$ cat src/dpd_map.svh
`ifndef DPD_MAP_SVH
`define DPD_MAP_SVH

// ****************************************************************
// Command codes and frame shape
// ****************************************************************
`define DPD_CMD_ENTER 8'hb9
`define DPD_CMD_RELEASE 8'hab
`define DPD_CMD_RST_ENABLE 8'h66
`define DPD_CMD_RST 8'h99
`define DPD_CMD_RST_ALT 8'hff
`define DPD_LAST_BIT 3'h7
`define DPD_PIN_IDLE 3'h4

// ****************************************************************
// Timing
// ****************************************************************
`define DPD_CLK_PERIOD_NS 100
`define DPD_ENTRY_TIME_NS 3000
`define DPD_ENTRY_CYCLES ((`DPD_ENTRY_TIME_NS) / (`DPD_CLK_PERIOD_NS))
`define DPD_RELEASE_TIME_NS 1500000
`define DPD_RELEASE_CYCLES ((`DPD_RELEASE_TIME_NS) / (`DPD_CLK_PERIOD_NS))
`define DPD_SELECT_DELAY_US 200
`define DPD_SELECT_DELAY_CYCLES ((`DPD_SELECT_DELAY_US * 1000 + `DPD_CLK_PERIOD_NS - 1) / (`DPD_CLK_PERIOD_NS))
`define DPD_WRITE_DELAY_MS 1
`define DPD_WRITE_DELAY_CYCLES ((`DPD_WRITE_DELAY_MS * 1000000 + `DPD_CLK_PERIOD_NS - 1) / (`DPD_CLK_PERIOD_NS))
`define DPD_SCLK_HALF 4'h8
`define DPD_CS_GAP 4'h8
// Select edge to state change lag, with margin.
`define DPD_PIN_LAG 7

`endif

$ cat src/dpd_pkg.sv
package dpd_pkg;

    typedef enum logic [1:0] {
        DEV_NORMAL = 2'b00,
        DEV_ENTERING = 2'b01,
        DEV_DOWN = 2'b11,
        DEV_RELEASING = 2'b10
    } dpd_dev_state_t;

    typedef enum logic [2:0] {
        HST_POWERUP = 3'b000,
        HST_IDLE = 3'b001,
        HST_SHIFT = 3'b011,
        HST_GAP = 3'b010,
        HST_WAIT = 3'b110
    } dpd_host_state_t;

endpackage : dpd_pkg

$ cat src/dpd_if.sv
interface dpd_if;
    logic csN;
    logic sclk;
    logic mosi;
    logic miso;
    logic misoOe;
    logic misoLine;

    // Undriven data line is pulled high.
    assign misoLine = misoOe ? miso : 1'b1;

    modport dev (
        input csN,
        input sclk,
        input mosi,
        output miso,
        output misoOe
    );

    modport host (
        output csN,
        output sclk,
        output mosi,
        input misoLine
    );
endinterface : dpd_if

$ cat src/dpd_device.sv
`include "dpd_map.svh"

// Contract
// - Host sends B9h with select low.
// - Exactly eight bits, else request discarded.
// - Select rise starts power-down entry.
// - Down: only ABh, 66h+99h, FFh wake.
// - Down: every other code is ignored.
// - Reset always lands in normal standby; the code ignores reset frames while entering or releasing.
// - ABh frame requests release.
// - Release waits recovery before accepting commands.
// - Host keeps select high during recovery.
// - Host waits 200 us before select.
// - Host waits 1 ms before writes.
// - Entry completes within 3 us.
// - Release completes within 1.5 ms.
module dpd_device #(
    parameter int RELEASE_CYCLES = `DPD_RELEASE_CYCLES
) (
    // Clock and reset
    input wire logic clk,
    input wire logic rst,
    // Serial link
    dpd_if.dev link,
    // Status
    output logic poweredDown,
    output logic standby,
    // Accepted commands in normal operation; reset requests also from power-down
    output logic cmdValid,
    output logic [7:0] cmdCode,
    output logic resetReq,
    // Response byte for the second byte of a frame
    input wire logic respEn,
    input wire logic [7:0] respData
);

    localparam logic [13:0] ENTRY_LAST = 14'(`DPD_ENTRY_CYCLES - `DPD_PIN_LAG);
    localparam logic [13:0] RELEASE_LAST = 14'(RELEASE_CYCLES - `DPD_PIN_LAG);

    // ****************************************************************
    // Pin synchronisers
    // ****************************************************************
    logic [2:0] pinRaw;
    logic [2:0] sync1;
    logic [2:0] sync2;
    logic [2:0] sync3;
    logic [2:0] pin_reg;
    logic [2:0] pinPrev_reg;

    assign pinRaw = {link.csN, link.sclk, link.mosi};

    genvar i;
    generate
        for (i = 0; i < 3; i++)
        begin : gSync
            localparam logic [2:0] IDLE = `DPD_PIN_IDLE;
            always_ff @(posedge clk or posedge rst)
            begin
                if (rst)
                begin
                    sync1[i] <= IDLE[i];
                    sync2[i] <= IDLE[i];
                    sync3[i] <= IDLE[i];
                    pin_reg[i] <= IDLE[i];
                    pinPrev_reg[i] <= IDLE[i];
                end
                else
                begin
                    sync1[i] <= pinRaw[i];
                    sync2[i] <= sync1[i];
                    sync3[i] <= sync2[i];
                    if (sync2[i] == sync3[i])
                    begin
                        pin_reg[i] <= sync3[i];
                    end
                    pinPrev_reg[i] <= pin_reg[i];
                end
            end
        end
    endgenerate

    logic csLow;
    logic csFall;
    logic csRise;
    logic sclkRise;
    logic sclkFall;

    assign csLow = ~pin_reg[2];
    assign csFall = pinPrev_reg[2] & ~pin_reg[2];
    assign csRise = ~pinPrev_reg[2] & pin_reg[2];
    assign sclkRise = csLow & ~pinPrev_reg[1] & pin_reg[1];
    assign sclkFall = csLow & pinPrev_reg[1] & ~pin_reg[1];

    // ****************************************************************
    // Command byte capture
    // ****************************************************************
    logic [2:0] bitCnt_reg;
    logic [1:0] byteCnt_reg;
    logic [7:0] shift_reg;
    logic [7:0] firstByte_reg;
    logic [7:0] shiftNext;
    logic byteDone;
    logic exactFrame;

    assign shiftNext = {shift_reg[6:0], pin_reg[0]};
    assign byteDone = sclkRise && (bitCnt_reg == `DPD_LAST_BIT);
    assign exactFrame = csRise && (byteCnt_reg == 2'h1) && (bitCnt_reg == 3'h0);

    always_ff @(posedge clk or posedge rst)
    begin
        if (rst)
        begin
            bitCnt_reg <= 3'h0;
            byteCnt_reg <= 2'h0;
            shift_reg <= 8'h00;
            firstByte_reg <= 8'h00;
        end
        else if (csFall)
        begin
            bitCnt_reg <= 3'h0;
            byteCnt_reg <= 2'h0;
        end
        else if (sclkRise)
        begin
            shift_reg <= shiftNext;
            bitCnt_reg <= bitCnt_reg + 3'h1;
            if (byteDone && byteCnt_reg != 2'h2)
            begin
                byteCnt_reg <= byteCnt_reg + 2'h1;
            end
            if (byteDone && byteCnt_reg == 2'h0)
            begin
                firstByte_reg <= shiftNext;
            end
        end
    end

    logic isEnter;
    logic isRelease;
    logic isRstEnable;
    logic isReset;
    logic armed_reg;

    assign isEnter = exactFrame && (firstByte_reg == `DPD_CMD_ENTER);
    assign isRelease = exactFrame && (firstByte_reg == `DPD_CMD_RELEASE);
    assign isRstEnable = exactFrame && (firstByte_reg == `DPD_CMD_RST_ENABLE);
    assign isReset = exactFrame && ((firstByte_reg == `DPD_CMD_RST_ALT) ||
                     (armed_reg && firstByte_reg == `DPD_CMD_RST));

    // ****************************************************************
    // Power state
    // ****************************************************************
    dpd_pkg::dpd_dev_state_t state_reg;
    logic [13:0] waitCnt_reg;
    logic resetReq_reg;

    // reset leaves the device in normal standby
    always_ff @(posedge clk or posedge rst)
    begin
        if (rst)
        begin
            state_reg <= dpd_pkg::DEV_NORMAL;
            waitCnt_reg <= 14'h0000;
            resetReq_reg <= 1'b0;
            armed_reg <= 1'b0;
        end
        else
        begin
            resetReq_reg <= 1'b0;
            waitCnt_reg <= waitCnt_reg + 14'h0001;
            if (csRise)
            begin
                armed_reg <= isRstEnable && (state_reg == dpd_pkg::DEV_NORMAL ||
                             state_reg == dpd_pkg::DEV_DOWN);
            end
            case (state_reg)
                dpd_pkg::DEV_NORMAL:
                begin
                    if (isEnter)
                    begin
                        state_reg <= dpd_pkg::DEV_ENTERING;
                        waitCnt_reg <= 14'h0000;
                    end
                    else if (isReset)
                    begin
                        resetReq_reg <= 1'b1;
                    end
                end
                dpd_pkg::DEV_ENTERING:
                begin
                    if (waitCnt_reg >= ENTRY_LAST)
                    begin
                        state_reg <= dpd_pkg::DEV_DOWN;
                    end
                end
                dpd_pkg::DEV_DOWN:
                begin
                    if (isRelease)
                    begin
                        state_reg <= dpd_pkg::DEV_RELEASING;
                        waitCnt_reg <= 14'h0000;
                    end
                    else if (isReset)
                    begin
                        state_reg <= dpd_pkg::DEV_NORMAL;
                        resetReq_reg <= 1'b1;
                    end
                end
                dpd_pkg::DEV_RELEASING:
                begin
                    if (waitCnt_reg >= RELEASE_LAST)
                    begin
                        state_reg <= dpd_pkg::DEV_NORMAL;
                    end
                end
                default:
                begin
                    state_reg <= dpd_pkg::DEV_NORMAL;
                end
            endcase
        end
    end

    // ****************************************************************
    // Command forwarding and status
    // ****************************************************************
    logic cmdValid_reg;
    logic [7:0] cmdCode_reg;
    logic poweredDown_reg;
    logic standby_reg;

    always_ff @(posedge clk or posedge rst)
    begin
        if (rst)
        begin
            cmdValid_reg <= 1'b0;
            cmdCode_reg <= 8'h00;
            poweredDown_reg <= 1'b0;
            standby_reg <= 1'b0;
        end
        else
        begin
            cmdValid_reg <= byteDone && (byteCnt_reg == 2'h0) &&
                            (state_reg == dpd_pkg::DEV_NORMAL);
            if (byteDone && byteCnt_reg == 2'h0)
            begin
                cmdCode_reg <= shiftNext;
            end
            poweredDown_reg <= (state_reg == dpd_pkg::DEV_DOWN);
            standby_reg <= (state_reg == dpd_pkg::DEV_NORMAL);
        end
    end

    // ****************************************************************
    // Response shifter
    // ****************************************************************
    logic respArm_reg;
    logic misoOe_reg;
    logic miso_reg;
    logic [7:0] respShift_reg;

    always_ff @(posedge clk or posedge rst)
    begin
        if (rst)
        begin
            respArm_reg <= 1'b0;
            misoOe_reg <= 1'b0;
            miso_reg <= 1'b0;
            respShift_reg <= 8'h00;
        end
        // output released while down or idle
        else if (!csLow || state_reg != dpd_pkg::DEV_NORMAL)
        begin
            respArm_reg <= 1'b0;
            misoOe_reg <= 1'b0;
        end
        else if (byteDone && byteCnt_reg == 2'h0)
        begin
            respArm_reg <= respEn;
        end
        else if (sclkFall && respArm_reg)
        begin
            respArm_reg <= 1'b0;
            misoOe_reg <= 1'b1;
            miso_reg <= respData[7];
            respShift_reg <= {respData[6:0], 1'b0};
        end
        else if (sclkFall && misoOe_reg)
        begin
            miso_reg <= respShift_reg[7];
            respShift_reg <= {respShift_reg[6:0], 1'b0};
        end
    end

    assign link.miso = miso_reg;
    assign link.misoOe = misoOe_reg;
    assign poweredDown = poweredDown_reg;
    assign standby = standby_reg;
    assign cmdValid = cmdValid_reg;
    assign cmdCode = cmdCode_reg;
    assign resetReq = resetReq_reg;

endmodule : dpd_device

$ cat src/flat_wrapper.sv
// flat-port wrapper written by rule: the top's interface ports become plain ports
module dpd_device_flat 
#(
    parameter int RELEASE_CYCLES = `DPD_RELEASE_CYCLES
)
  (clk, rst, poweredDown, standby, cmdValid, cmdCode, resetReq, respEn, respData, link_csN, link_sclk, link_mosi, link_miso, link_misoOe);
  dpd_if link_i ();
  input wire logic clk;
  input wire logic rst;
  output logic poweredDown;
  output logic standby;
  output logic cmdValid;
  output logic [7:0] cmdCode;
  output logic resetReq;
  input wire logic respEn;
  input wire logic [7:0] respData;
  input wire logic [$bits(link_i.csN)-1:0] link_csN;
  input wire logic [$bits(link_i.sclk)-1:0] link_sclk;
  input wire logic [$bits(link_i.mosi)-1:0] link_mosi;
  output wire logic [$bits(link_i.miso)-1:0] link_miso;
  output wire logic [$bits(link_i.misoOe)-1:0] link_misoOe;
  assign link_i.csN = link_csN;
  assign link_i.sclk = link_sclk;
  assign link_i.mosi = link_mosi;
  assign link_miso = link_i.miso;
  assign link_misoOe = link_i.misoOe;
  dpd_device #(.RELEASE_CYCLES(RELEASE_CYCLES)) u_core (.clk(clk), .rst(rst), .link(link_i), .poweredDown(poweredDown), .standby(standby), .cmdValid(cmdValid), .cmdCode(cmdCode), .resetReq(resetReq), .respEn(respEn), .respData(respData));
endmodule
$ cat config.mk
export PLATFORM = sky130hd
export DESIGN_NAME = dpd_device_flat
export DESIGN_NICKNAME = d
export VERILOG_FILES = /design/src/dpd_pkg.sv /design/src/dpd_if.sv /design/src/dpd_device.sv /design/src/flat_wrapper.sv
export VERILOG_INCLUDE_DIRS = /design/src
export SDC_FILE = /design/constraint.sdc
export NUM_CORES = 1
export LEC_CHECK = 0
export CORE_ASPECT_RATIO = 0.5
export CORE_MARGIN = 5
export CORE_UTILIZATION = 35
export DETAILED_ROUTE_END_ITERATION = 12
export DONT_BUFFER_PORTS = 1
export SYNTH_ARGS = -nofsm -noshare
export SYNTH_HDL_FRONTEND = slang
export SYNTH_SLANG_ARGS = --single-unit
$ cat constraint.sdc
create_clock -name clk -period 1.85 [get_ports clk]
set_input_delay 0.185 -clock clk [delete_from_list [all_inputs] [get_ports clk]]
set_output_delay 0.185 -clock clk [all_outputs]
set_load 0.1 [all_outputs]
==> summary.txt <==
status = complete, but fails checks
failing checks = setup timing
DRT Pass-1 Iters = 4
CP top delay family = compound AO/OA/AOI/OAI gates
Worst EP required = 2090 ps
WL final = 6310 um
row cnt = 25
critical path class = reg -> reg
CTS root buf = clkbuf_16
DRC = 0
Placed Cells = 422
hold crit path type = in -> reg
Yosys warning count = 0
Peak supply drop = 0.571 mV
non-filler instance count after layout = 448
Yosys reg bits = 73
Worst-path clk slew = 60 ps
min cycle time layout = 1930 ps
ANT cells = 0
area delta synth->final = 25.7%
IO Count = 28
RSZ-0062 raised after global routing = yes
Worst Path Arrival = 2170 ps
Final ANT Viol Nets = 0
top_reg_cell synth = dfrtp_1
Vias per Instance = 4.82
Final Max Tran Viols = 0
RR Startpoint = u_core.bitCnt_reg[1]
Chip Width = 148 um
input/output buffers = 0
CP endpoint kind = register
number of flip-flops in the largest register = 14
fin crit share = 104%
EDFF count, synth = 0
max cap viols = 0
most frequent cells after synthesis = dfrtp_1, nor2_1, inv_1, mux2_2
H-tree Lvls = 3
Starting Density = 35.5%
clock sinks = 73
setup_tns = -136 ps
peak per-stage delay on the critical path = 440 ps
Post-synth ARST share = 100%
crit-path cells = inv_2 -> ha_4 -> nand4bb_4 -> o41ai_4 -> o21bai_4 -> and3_4 -> mux2i_2
WP buf/inv = 1
Starting DRT DRC Count = 117
# fillers = 842
GRT Overall Usage = 11.5%
layout cell share with drive strength beyond 1 = 30.3%
synth unique cells = 52
sequential cell area fraction in the yosys report = 55.3%
Post-Syn Area per Cell = 11.9 um^2
Pwr per Cell Area = 872 mW/mm^2
worst skew pair latency = 330 ps
largest net degree at the start of global routing = 47
Bufs on Longest Clock Path = 2
HP Start = respEn
area leader, netlist = dfrtp_1
fmax = 0.518 GHz
top-count cell post-synth = dfrtp_1
Fin. Hold Viols = 0
Cell Area, Synth = 0.00332 mm^2
Worst Setup SP = u_core.bitCnt_reg[1]
Leak = 1.84 nW
Crit Path Max Fanout = 3
TritonCTS clock tree = built
initial antenna violation count = 0
dominant cells by area after synthesis = dfrtp_1, mux2_2, ha_1
Final Power = 3.63 mW
cells after synthesis = 279
Post-Route Skew = 7.87 ps
final-stage net count = 349
Core ar. = 0.00935 mm^2
post-DP HPWL = 4330 um
endpoints failing setup = 2
Via Count = 2158
vias in the first global route = 2303
GR Overflow Total = 0
Die H = 78.8 um
final setup margin = -79.5 ps
first-pass GRT wire length = 10700 um
Worst-Margin Slew = 467 ps
slew margin rel. = 68.9%
fin util = 44.5%
wire per inst = 14.1 um
CP startpoint kind = register
WHS = 24.7 ps
critical path's slowest cell = o41ai_4
cts bufs inserted = 9
RePlAce Congestion = 0.788
Syn Nets = 306
die area = 0.0116 mm^2
share of the synthesized area in the top cell type = 51.3%
-- what timing repair did --
item	in CTS	in global routing
buffers inserted	0	6
hold buffers	4	0
endpoints found under the hold margin	71	0
pin swaps	2	4
setup endpoints to repair	3	9
resized for setup	4	21
gates cloned	0	0
-- area by class of cell --
class                      count  area (um^2)  share of cell area [%]
tap                          121          151                    3.63
clock inverter                 5         33.8                   0.811
sequential                    73         1830                    44.0
clock buffer                  11          233                    5.59
inverter                      16         63.8                    1.53
timing repair buffer          40          348                    8.35
multi-input combinational    182         1500                    36.1
-- stage by stage --
step                instance area [um^2]  setup WS, ps
floorplan                           3320          80.7
global placement                    3690         -38.3
detailed placement                  3690         -83.2
CTS                                 4010         -52.6
global route                        4170          -130
finish                              4170         -79.5
-- power breakdown --
part           leakage (nW)  internal (mW)  total [mW]  switching [mW]
combinational         0.803          0.164       0.304           0.140
clock                 0.126          0.904        1.54           0.640
sequential            0.912           1.70        1.78          0.0845
-- cell families (layout without fill, tap and decap cells) --
logic type               Yosys count  after routing  share of synthesized area [%]
AND/OR/NAND/NOR                   93             93                           15.8
AO/OA/AOI/OAI                     28             28                           6.00
multiplexers                      32             32                           10.5
XOR/XNOR                          13             13                           3.43
buffers and inverters             24             72                           3.13
adder cells (fa/ha/maj)           16             16                           5.81
flip-flops                        73             73                           55.3
-- routing by layer --
| metal | global-route usage, % | up-vias | share of wire, % |
|---|---|---|---|
| met1 | 13.2 | 1063 | 43 |
| met3 | 4.45 | 8 | 3.2 |
| met2 | 19.7 | 30 | 52 |
| met5 | 0 | - | 0 |
| met4 | 4.09 | 0 | 1.5 |
| li1 | - | 1057 | - |
-- layout by cell type (no fill, tap or decap), types with 4 or more instances in the layout --
cell type      instances
dfrtp_1               67
nor2_1                34
buf_4                 33
mux2_2                15
nand2_1               13
inv_1                 11
xnor2_1               11
a21oi_1                9
ha_1                   9
clkbuf_16              9
nand3_1                8
mux2i_1                8
mux2_1                 8
nand4_1                6
dfstp_2                5
nor3_1                 4
inv_2                  4
dlygate4sd3_1          4
-- worst paths after layout --
path	end	slack, ps	cells after the start
max	u_core.state_reg[0]	-80	7
min	u_core.respArm_reg	20	2
min in group asynchronous	u_core.resetReq	400	3
max reg2reg	u_core.state_reg[0]	-80	7
max in group asynchronous	u_core.pin_reg[2]	1150	3
min reg2reg	u_core.sync2[0]	350	0
(Power assumes the default switching activity.)
